File: config.mk
export PLATFORM = sky130hd
export DESIGN_NAME = asr_ctrl
export DESIGN_NICKNAME = d
export VERILOG_FILES = /design/src/core/asr_pkg.sv /design/src/core/asr_timer.sv /design/src/core/asr_ctrl.sv
export VERILOG_INCLUDE_DIRS = /design/src /design/src/core
export SDC_FILE = /design/constraint.sdc
export NUM_CORES = 1
export LEC_CHECK = 0
export ABC_AREA = 1
export BUFFER_PORTS_ARGS = -buffer_cell sky130_fd_sc_hd__buf_2
export CAP_MARGIN = 25
export CORE_AREA = 2 2 98 53
export DETAILED_ROUTE_END_ITERATION = 16
export DIE_AREA = 0 0 100 55
export HOLD_SLACK_MARGIN = 0.08
export PLACE_DENSITY = 0.79
export SYNTH_ARGS = -nofsm -noshare
export SYNTH_HDL_FRONTEND = slang
export SYNTH_HIERARCHICAL = 1
export SYNTH_SLANG_ARGS = --single-unit
export TNS_END_PERCENT = 5
File: constraint.sdc
create_clock -name clock -period 2.1 [get_ports clock]
set_clock_uncertainty 0.05 [all_clocks]
set_input_delay 0.105 -clock clock [delete_from_list [all_inputs] [get_ports clock]]
set_output_delay 0.105 -clock clock [all_outputs]
set_load 0.005 [all_outputs]
File: src/core/asr_defines.svh
// Purpose: Timing figures and pin widths for the static memory host.
// Assumes: A 125 MHz host clock and the slowest speed grade of the memory.
// Notes: Every count is rounded up to whole cycles and is at least one.
`ifndef ASR_DEFINES_SVH
`define ASR_DEFINES_SVH

// Widths of the memory pins and of the phase timer count.
`define ASR_ADDR_W 16
`define ASR_DATA_W 4
`define ASR_CNT_W 4

// Host clock period in nanoseconds.
`define ASR_CLK_NS 8

// Memory timing in nanoseconds, slowest grade.
`define ASR_T_READ_ACCESS_NS 45
`define ASR_T_WRITE_PULSE_NS 40
`define ASR_T_ENABLE_TO_WRITE_END_NS 40
`define ASR_T_DATA_SETUP_NS 20
`define ASR_T_STROBE_TO_OUTPUT_FLOAT_NS 20
`define ASR_T_DESELECT_FLOAT_NS 20
`define ASR_T_ADDRESS_HOLD_AFTER_WRITE_NS 2
`define ASR_T_ADDRESS_LEAD_BEFORE_WRITE_NS 0
`define ASR_T_OUTPUT_REENABLE_AFTER_WRITE_NS 5

// A least time in cycles: rounded up, never below one cycle.
`define ASR_CYC_MIN(ns) (((ns) + `ASR_CLK_NS - 1) / `ASR_CLK_NS < 1 ? 1 : \
	((ns) + `ASR_CLK_NS - 1) / `ASR_CLK_NS)

// Cycle counts used by the sequencer.
`define ASR_CYC_READ_ACCESS `ASR_CYC_MIN(`ASR_T_READ_ACCESS_NS)
`define ASR_CYC_FLOAT `ASR_CYC_MIN(`ASR_T_STROBE_TO_OUTPUT_FLOAT_NS)
`define ASR_CYC_WRITE_LOW `ASR_CYC_MIN(`ASR_T_ENABLE_TO_WRITE_END_NS)
`define ASR_CYC_ADDR_HOLD `ASR_CYC_MIN(`ASR_T_ADDRESS_HOLD_AFTER_WRITE_NS)

`endif

File: src/core/asr_pkg.sv
// Purpose: Types shared by the static memory host files.
// Assumes: The defines header is on the include path.
// Notes: Pins and requests travel as packed structs.
`include "asr_defines.svh"

package asr_pkg;

	// Sequencer states, one-hot.
	typedef enum logic [5:0] {
		ASR_IDLE = 6'h01,
		ASR_READ = 6'h02,
		ASR_WR_STROBE = 6'h04,
		ASR_WR_DATA = 6'h08,
		ASR_WR_HOLD = 6'h10,
		ASR_SPARE = 6'h20
	} asr_state_t;

	// Pins driven toward the memory.
	typedef struct packed {
		logic sel_n;
		logic we_n;
		logic [`ASR_ADDR_W-1:0] word_address_lines;
		logic [`ASR_DATA_W-1:0] dq_out;
		logic dq_oe;
	} asr_pins_t;

	// One user request.
	typedef struct packed {
		logic we;
		logic [`ASR_ADDR_W-1:0] addr;
		logic [`ASR_DATA_W-1:0] wdata;
	} asr_req_t;

	// State of the interval timer.
	typedef struct packed {
		logic [`ASR_CNT_W-1:0] cnt;
		logic done;
		logic near;
	} asr_tmr_t;

endpackage

File: src/core/asr_timer.sv
// Purpose: Down counter that times each strobe phase.
// Assumes: Load values are at least one.
// Notes: Done rises load value edges after the load edge.
`timescale 1ns/1ns
`include "asr_defines.svh"

module asr_timer
	import asr_pkg::*;
(
	input wire logic clock,
	input wire logic rstn,
	input wire logic load,
	input wire logic [`ASR_CNT_W-1:0] load_val,
	output logic done,
	output logic near
);

	asr_tmr_t st_q;
	asr_tmr_t st_d;

	// Next count, plus flags one and zero cycles ahead.
	always_comb
	begin
		st_d = st_q;
		if (load)
			st_d.cnt = load_val;
		else if (st_q.cnt != 4'h0)
			st_d.cnt = st_q.cnt - 4'h1;
		st_d.done = (st_d.cnt == 4'h0);
		st_d.near = (st_d.cnt == 4'h1);
	end

	// Register the timer state.
	always_ff @(posedge clock)
	begin
		if (!rstn)
			st_q <= '{cnt: 4'h0, done: 1'b1, near: 1'b0};
		else
			st_q <= st_d;
	end

	assign done = st_q.done;
	assign near = st_q.near;

endmodule

File: src/core/asr_ctrl.sv
// Purpose: Host sequencer for an asynchronous 64K by 4 static memory.
// Assumes: Memory inputs are synchronous to clock; dq_in is sampled direct.
// Notes: Writes lower the write strobe before select, so outputs stay off.
`timescale 1ns/1ns
`include "asr_defines.svh"

module asr_ctrl
	import asr_pkg::*;
(
	input wire logic clock,
	input wire logic rstn,
	input wire logic req_valid,
	input asr_req_t req,
	output logic req_ready,
	output logic [`ASR_DATA_W-1:0] rd_data,
	output logic rd_valid,
	output asr_pins_t pins,
	input wire logic [`ASR_DATA_W-1:0] dq_in
);

	// Whole state of the sequencer.
	typedef struct packed {
		asr_state_t state;
		asr_pins_t pins;
		logic ready;
		logic [`ASR_DATA_W-1:0] rdata;
		logic rvalid;
	} asr_ctrl_st_t;

	asr_ctrl_st_t st_q;
	asr_ctrl_st_t st_d;
	logic tmr_load;
	logic [`ASR_CNT_W-1:0] tmr_val;
	logic tmr_done;
	logic tmr_near;
	logic take;

	// Count of cycles for each phase, cut to the timer width.
	function automatic logic [`ASR_CNT_W-1:0] cyc(input int n);
		cyc = `ASR_CNT_W'(n);
	endfunction

	// Pins with the memory idle: deselected, strobe high, bus released.
	function automatic asr_pins_t idle_pins(input asr_pins_t p);
		asr_pins_t r;
		r = p;
		r.sel_n = 1'b1;
		r.we_n = 1'b1;
		r.dq_oe = 1'b0;
		idle_pins = r;
	endfunction

	// Phase timer shared by every state.
	asr_timer u_timer
	(
		.clock(clock),
		.rstn(rstn),
		.load(tmr_load),
		.load_val(tmr_val),
		.done(tmr_done),
		.near(tmr_near)
	);

	// A request is taken only while ready stands high.
	assign take = req_valid && st_q.ready;

	// Next state and pin values of the sequencer.
	always_comb
	begin
		st_d = st_q;
		st_d.rvalid = 1'b0;
		tmr_load = 1'b0;
		tmr_val = cyc(1);
		case (st_q.state)
			ASR_IDLE:
			begin
				st_d.ready = 1'b1;
				if (take)
				begin
					st_d.ready = 1'b0;
					st_d.pins.word_address_lines = req.addr;
					st_d.pins.dq_out = req.wdata;
					st_d.pins.dq_oe = 1'b0;
					tmr_load = 1'b1;
					if (req.we)
					begin
						st_d.pins.we_n = 1'b0;
						st_d.pins.sel_n = 1'b1;
						tmr_val = cyc(`ASR_CYC_FLOAT);
						st_d.state = ASR_WR_STROBE;
					end
					else
					begin
						st_d.pins.sel_n = 1'b0;
						st_d.pins.we_n = 1'b1;
						tmr_val = cyc(`ASR_CYC_READ_ACCESS);
						st_d.state = ASR_READ;
					end
				end
			end
			ASR_READ:
			begin
				st_d.ready = tmr_near;
				if (tmr_done)
				begin
					st_d.rdata = dq_in;
					st_d.rvalid = 1'b1;
					if (take && !req.we)
					begin
						st_d.pins.word_address_lines = req.addr;
						st_d.pins.dq_out = req.wdata;
						st_d.ready = 1'b0;
						tmr_load = 1'b1;
						tmr_val = cyc(`ASR_CYC_READ_ACCESS);
					end
					else if (take)
					begin
						// strobe high while address moves.
						// Lowering it here could start a stray
						// write if select rises late at the pins.
						st_d.pins.sel_n = 1'b1;
						st_d.pins.we_n = 1'b1;
						st_d.pins.word_address_lines = req.addr;
						st_d.pins.dq_out = req.wdata;
						st_d.ready = 1'b0;
						tmr_load = 1'b1;
						tmr_val = cyc(`ASR_CYC_FLOAT);
						st_d.state = ASR_WR_STROBE;
					end
					else
					begin
						st_d.pins = idle_pins(st_q.pins);
						st_d.ready = 1'b1;
						st_d.state = ASR_IDLE;
					end
				end
			end
			ASR_WR_STROBE:
			begin
				st_d.ready = 1'b0;
				// strobe falls on a settled address.
				st_d.pins.we_n = 1'b0;
				if (tmr_done)
				begin
					st_d.pins.sel_n = 1'b0;
					st_d.pins.dq_oe = 1'b1;
					tmr_load = 1'b1;
					tmr_val = cyc(`ASR_CYC_WRITE_LOW);
					st_d.state = ASR_WR_DATA;
				end
			end
			ASR_WR_DATA:
			begin
				st_d.ready = 1'b0;
				// both low for the full time.
				if (tmr_done)
				begin
					st_d.pins.sel_n = 1'b1;
					st_d.pins.we_n = 1'b1;
					tmr_load = 1'b1;
					tmr_val = cyc(`ASR_CYC_ADDR_HOLD);
					st_d.state = ASR_WR_HOLD;
				end
			end
			ASR_WR_HOLD:
			begin
				// address and data held past end.
				st_d.ready = tmr_done;
				if (tmr_done)
				begin
					st_d.pins = idle_pins(st_q.pins);
					st_d.state = ASR_IDLE;
				end
			end
			default:
			begin
				st_d.pins = idle_pins(st_q.pins);
				st_d.ready = 1'b0;
				st_d.state = ASR_IDLE;
			end
		endcase
	end

	// Register the sequencer state; reset leaves the memory deselected.
	always_ff @(posedge clock)
	begin
		if (!rstn)
		begin
			st_q.state <= ASR_IDLE;
			st_q.pins.sel_n <= 1'b1;
			st_q.pins.we_n <= 1'b1;
			st_q.pins.word_address_lines <= 16'h0000;
			st_q.pins.dq_out <= 4'h0;
			st_q.pins.dq_oe <= 1'b0;
			st_q.ready <= 1'b0;
			st_q.rdata <= 4'h0;
			st_q.rvalid <= 1'b0;
		end
		else
			st_q <= st_d;
	end

	// Outputs straight from the state register.
	assign pins = st_q.pins;
	assign req_ready = st_q.ready;
	assign rd_data = st_q.rdata;
	assign rd_valid = st_q.rvalid;

endmodule

Word level (Yosys, flattened, before mapping)
Index checks and enable logic that the tools add are counted.
{"block": "totals", "output_inout_bits": 29, "in_bits": 28, "wordCells": 74, "regBits": 41}
{"block": "classes", "eq_ne": 14, "n_reduce_logical": 13, "muxes": 32, "addsub": 1, "bitwise": 2}
{"op": "20-bit case mux with 3 select lines", "count": 1}
{"op": "8-bit case mux with 5 select lines", "count": 1}
{"op": "35-bit 2-to-1 mux", "count": 1}
{"op": "30-bit 2-to-1 mux", "count": 1}
{"op": "29-bit 2-to-1 mux", "count": 1}
{"op": "25-bit 2-to-1 mux", "count": 1}
{"op": "20-bit 2-to-1 mux", "count": 1}
{"op": "8-bit 2-to-1 mux", "count": 2}
{"op": "3-bit 2-to-1 mux", "count": 5}
{"op": "5-bit AND reduction", "count": 2}
{"op": "1-bit 2-to-1 mux", "count": 9}
{"op": "3-bit case mux with 3 select lines", "count": 1}
{"op": "4-bit 2-to-1 mux", "count": 2}
{"op": "2-bit by 1-bit inequality test with 1-bit output, second input constant", "count": 4}
{"op": "7-bit 2-to-1 mux", "count": 1}
{"op": "7-bit AND reduction", "count": 1}
{"op": "6-bit by 1-bit equality test with 1-bit output, second input constant", "count": 1}
{"op": "6-bit by 2-bit equality test with 1-bit output, second input constant", "count": 1}
{"op": "6-bit by 3-bit equality test with 1-bit output, second input constant", "count": 1}
{"op": "6-bit by 4-bit equality test with 1-bit output, second input constant", "count": 1}
{"op": "6-bit by 5-bit equality test with 1-bit output, second input constant", "count": 1}
{"op": "2-bit inequality test, second input constant", "count": 3}
{"op": "1-bit case mux with 3 select lines", "count": 2}
{"op": "6-bit AND reduction", "count": 1}
{"op": "other kinds (14)", "count": 17}

Logic depth before layout (Yosys ltp)
{"block": "depth", "word_depth": 7, "depth_mapped": 14, "ltp_nobuf": 13}

Modules after synthesis
The synthesis kept the hierarchy.
{"mod": "asr_ctrl", "cells_per_inst": 236, "area_per_inst_um2": 1709.1, "seq_area_each_um2": 680.7, "n_inst": 1}
{"mod": "asr_timer", "cells_per_inst": 57, "area_per_inst_um2": 367.9, "seq_area_each_um2": 120.1, "n_inst": 1}

Worst setup path after synthesis
OpenSTA, ideal clock, no wires.
{"block": "synth_timing", "kind": "reg2reg", "start": "register st_q[30] (netlist bit)", "end": "register u_timer.st_q (netlist bit u_timer/near)", "setup_slack_ps": 88, "t_required_ps": 1988, "path_stages_with_launch": 11, "setup_ps": 62, "arrival_ps": 1900, "period_less_slack_ps": 2012, "n_path_buf": 0, "path_cell_list": "dfxtp_1 -> nor2_1 -> nand3_1 -> nand2_1 -> inv_1 -> o21ai_0 -> inv_2 -> or2_0 -> nand2_1 -> nand3_2 -> nor2_2"}
{"block": "synth_via", "elab_chain_len": 5, "word_cells_on_any_way": 9, "cone_classes": "5 x eq/ne; 3 x mux; 1 x reduce/logical"}
{"element": "start, declared", "line_no": "asr_ctrl.sv:30", "source": "asr_ctrl_st_t st_q;"}
{"element": "start signal, assigned", "line_no": "asr_ctrl.sv:200", "source": "st_q <= st_d;"}
{"element": "6-bit by 4-bit equality test with 1-bit output / 6-bit by 3-bit equality test with 1-bit output (equally long branches)", "line_no": "asr_ctrl.sv:74", "source": "case (st_q.state)"}
{"element": "2-bit OR reduction (no source line)"}
{"element": "1-bit case mux with 3 select lines *", "line_no": "asr_ctrl.sv:74"}
{"element": "named net tmr_load", "line_no": "asr_ctrl.sv:32", "source": "logic tmr_load;"}
{"element": "4-bit 2-to-1 mux *", "line_no": "asr_timer.sv:25", "source": "if (load)"}
{"element": "4-bit by 1-bit equality test with 1-bit output *", "line_no": "asr_timer.sv:30", "source": "st_d.near = (st_d.cnt == 4'h1);"}
{"element": "end signal, assigned", "line_no": "asr_timer.sv:37", "source": "st_q <= '{cnt: 4'h0, done: 1'b1, near: 1'b0};"}
{"element": "end signal, assigned", "line_no": "asr_timer.sv:39", "source": "st_q <= st_d;"}
{"element": "end, declared", "line_no": "asr_timer.sv:18", "source": "asr_tmr_t st_q;"}
The timed path passes the listed nets; every way through them passes the cells marked *.
A chain may end at the register's enable or synchronous reset.

Worst setup path after layout
{"block": "layout_timing", "start": "register st_q[33] (netlist bit)", "end": "register u_timer.st_q (netlist bit u_timer/near)"}
{"block": "layout_via", "elab_chain_len": 5, "word_cells_on_any_way": 9, "cone_classes": "5 x eq/ne; 3 x mux; 1 x reduce/logical"}
{"element": "6-bit by 4-bit equality test with 1-bit output / 6-bit by 3-bit equality test with 1-bit output (equally long branches)", "line_no": "asr_ctrl.sv:74"}
{"element": "2-bit OR reduction (no source line)"}
{"element": "1-bit case mux with 3 select lines", "line_no": "asr_ctrl.sv:74"}
{"element": "4-bit 2-to-1 mux *", "line_no": "asr_timer.sv:25"}
{"element": "4-bit by 1-bit equality test with 1-bit output *", "line_no": "asr_timer.sv:30"}
Mark *: on every way between the ends. The rest lies on a longest branch, timed or not.

==> results.cfg <==
[outcome]
run_status = finished, final reports clean

[logic_synthesis]
syn_nets = 322
synth_edf_count = 0
yosysTopAreaCellShare = 0.386
synth_most_common_cell = nor2_1
ys.flop_type = dfxtp_1
netlist_top_cells_count = 61 x nor2_1, 41 x nand2_1, 40 x dfxtp_1
syn-mean-instance-area_sq_um = 7.09
async_flop_share = 0
synth-warning-count = 6
synth_seq_area_share = 0.386
syn_inst = 293
synthTopCellsByArea = dfxtp_1 39%, nor2_1 11%, buf_4 9.8%
synth_area_leader_cell = dfxtp_1
synth_area_sq_mm = 0.00208
ys_types = 28
ys_ff_latch = 40

[timing]
max_freq_mhz = 507
hold_viol = 0
fin_setup_tns_ps = 0
finalSetupViolations = 0
finalCriticalPeriod_ps = 1970
hold_slack_ps = 82.2
rsz0062_at_grt = no
fin_ws_ps = 127
drv_slew = 0
fin_crit_sh = 0.940

[cells_and_area]
multi_input_area_sq_um = 916
fin_nets = 384
fillers = 431
postLayoutCoreUtil = 0.559
antenna_cells = 0
drive_gt1_frac = 0.268
seq_area_sq_um = 801
syn2layout_area_growth_pct = 26.1

[worst_hold_path]
worst_hold_path_type = primary input to flop

[clock_tree]
numCtsBuffers = 5
cts_tree = yes
clock-sinks = 40
clock-root-buffer = clkbuf_8
cts.repair.resized = 0
post-cts-setup-buffers = 0
clkTransAtPathRegs_ps = 80
h-tree-depth = 2
clk_latency_ps = 290
clk_path_buf_depth = 2

[grt]
grt_pass1_vias = 1750
grt_usage = 0.191
grt_pass1_wl_um = 7880
grt_max_degree = 27
antenna_found_initial = 0
overflow = 0

[floorplan]
die_h_um = 55
die-area_sq_mm = 0.00550
core_area_sq_mm = 0.00468
io_pins = 57
die_w_um = 100
num_rows = 18
start_util = 0.443

[power]
power_uw = 3730
ir_drop_uv = 598
power.density_mw_per_mm2 = 1430
power.leakage_uw = 0.00132

[setup_path]
reg2reg_from = st_q[33]$_SDFFE_PN0P_
worst_setup_path_end_kind = flop
ff2ff_path_depth = 12
crit_slowest_cell = dfxtp_1
startpoint = st_q[33]$_SDFFE_PN0P_
crit_family = simple AND/OR/NAND/NOR gates
rr_endpoint = u_timer/near$_SDFF_PN0_
crit_path_start_kind = flop
cp_cell_sequence = inv_2 -> nand2_4 -> nor2_8 -> nand2_1 -> nand2_2 -> nand2_2 -> buf_4 -> clkinv_2 -> or2_0 -> nand2_1 -> nand3_2 -> nor2_2
path_depth = 12
critPathRequiredTime_ps = 2280
path_max_fanout = 21
endpoint = u_timer/near$_SDFF_PN0_
critPathBufInv = 3
crit_type = flop to flop
cp.arrival_ps = 2160
ff2ff_setup_slack_ps = 130
max_stage_delay_ps = 420

[drt]
via_per_inst = 4.87
drt_iter0_drc = 172
wirelength_um = 5170
drt_first_pass_iters = 5
drtAntennaViolNets = 0
drc = 0
via_count = 2023
wl_per_cell_um = 12.5

[job]
drv_cap = 0

[placed_design]
dp_slack_ps = 165
place.gp.congestion = 0.932
post-dp-hpwl_um = 3740
io_buffer_count = 56
-- per-layer routing --
layer,vias up,global-route usage,share of wire
met2,93,0.291,0.42
li1,1028,-,-
met5,-,0,0
met4,0,0.0685,0.0066
met3,4,0.0678,0.092
met1,898,0.254,0.48
-- worst min-delay path, stage by stage --
cell	delay (ps)
buf_2	80
o21ai_0	80
a21oi_1	110
-- report_power, final --
part / internal [uW] / switching, uW / leakage [uW]
Combinational: 706 / 1170 / 0.000932
Sequential: 969 / 156 / 0.000327
Clock: 468 / 264 / 0.0000642
Total: 2140 / 1590 / 0.00132
-- layout by cell type, fill, tap and decap left out, types with 2 or more instances in the layout --
master and instances:
nor2_1 61, buf_2 56, nand2_1 41, dfxtp_1 40, dlygate4sd3_1 24, nand3_1 22, inv_1 21, o21ai_0 18
nand4_1 11, o21ai_1 10, buf_4 10, a21oi_1 6, inv_2 5, clkbuf_8 5, nor2_2 4, nand2_2 4
nand3_2 3, bufinv_16 2, a21oi_2 2
-- registers in the layout, indices dropped and copies added (netlist names) --
| signal | count |
|---|---|
| rd_valid | 1 |
| req_ready | 1 |
| u_timer/near | 1 |
| u_timer/st_q | 4 |
| st_q | 5 |
| u_timer/done | 1 |
| rd_data | 4 |
| pins | 23 |
-- worst min-delay path by stage --
| stage | start | to | slack [ps] | cells past startpoint |
|---|---|---|---|---|
| after global placement | req[1] | pins[2]$_SDFFE_PN0P_ | 300 | 3 |
| after CTS | dq_in[2] | rd_data[2]$_SDFFE_PN0P_ | 80 | 3 |
| after floorplan | rstn | u_timer/done$_SDFF_PN1_ | 120 | 1 |
| after global routing | dq_in[2] | rd_data[2]$_SDFFE_PN0P_ | 80 | 3 |
| after detailed placement | req[1] | pins[2]$_SDFFE_PN0P_ | 300 | 3 |
| final | dq_in[2] | rd_data[2]$_SDFFE_PN0P_ | 80 | 3 |
-- metrics by stage --
step | cells | instance area [sq um]
2_1_floorplan | 293 | 2080
3_3_place_gp | 384 | 2250
3_5_place_dp | 384 | 2250
4_1_cts | 415 | 2620
5_1_grt | 415 | 2620
6_report | 415 | 2620
-- kinds of logic after synthesis --
| family | count (synthesis) | synth area share |
|---|---|---|
| and+or+nand+nor | 151 | 0.335 |
| AOI/OAI and AO/OA | 37 | 0.0940 |
| DFF | 40 | 0.386 |
| xor gates and xnor gates | 1 | 0.00422 |
| other | 1 | 0.00181 |
| adders and majority gates | 1 | 0.00602 |
| buffers and inverters | 62 | 0.173 |
-- cell type report --
| cell class | instances | area share |
|---|---|---|
| Sequential cell | 40 | 0.306 |
| Timing Repair Buffer | 90 | 0.227 |
| Tap cell | 60 | 0.0287 |
| Inverter | 27 | 0.0392 |
| Multi-Input combinational cell | 191 | 0.350 |
| Clock inverter | 2 | 0.0229 |
| Clock buffer | 5 | 0.0263 |
-- what timing repair did --
item	in CTS	in global routing
hold buffers	24	0
hold endpoints to repair	27	0
endpoints found under the setup margin	0	0
Power figures use the tool's default switching activity.
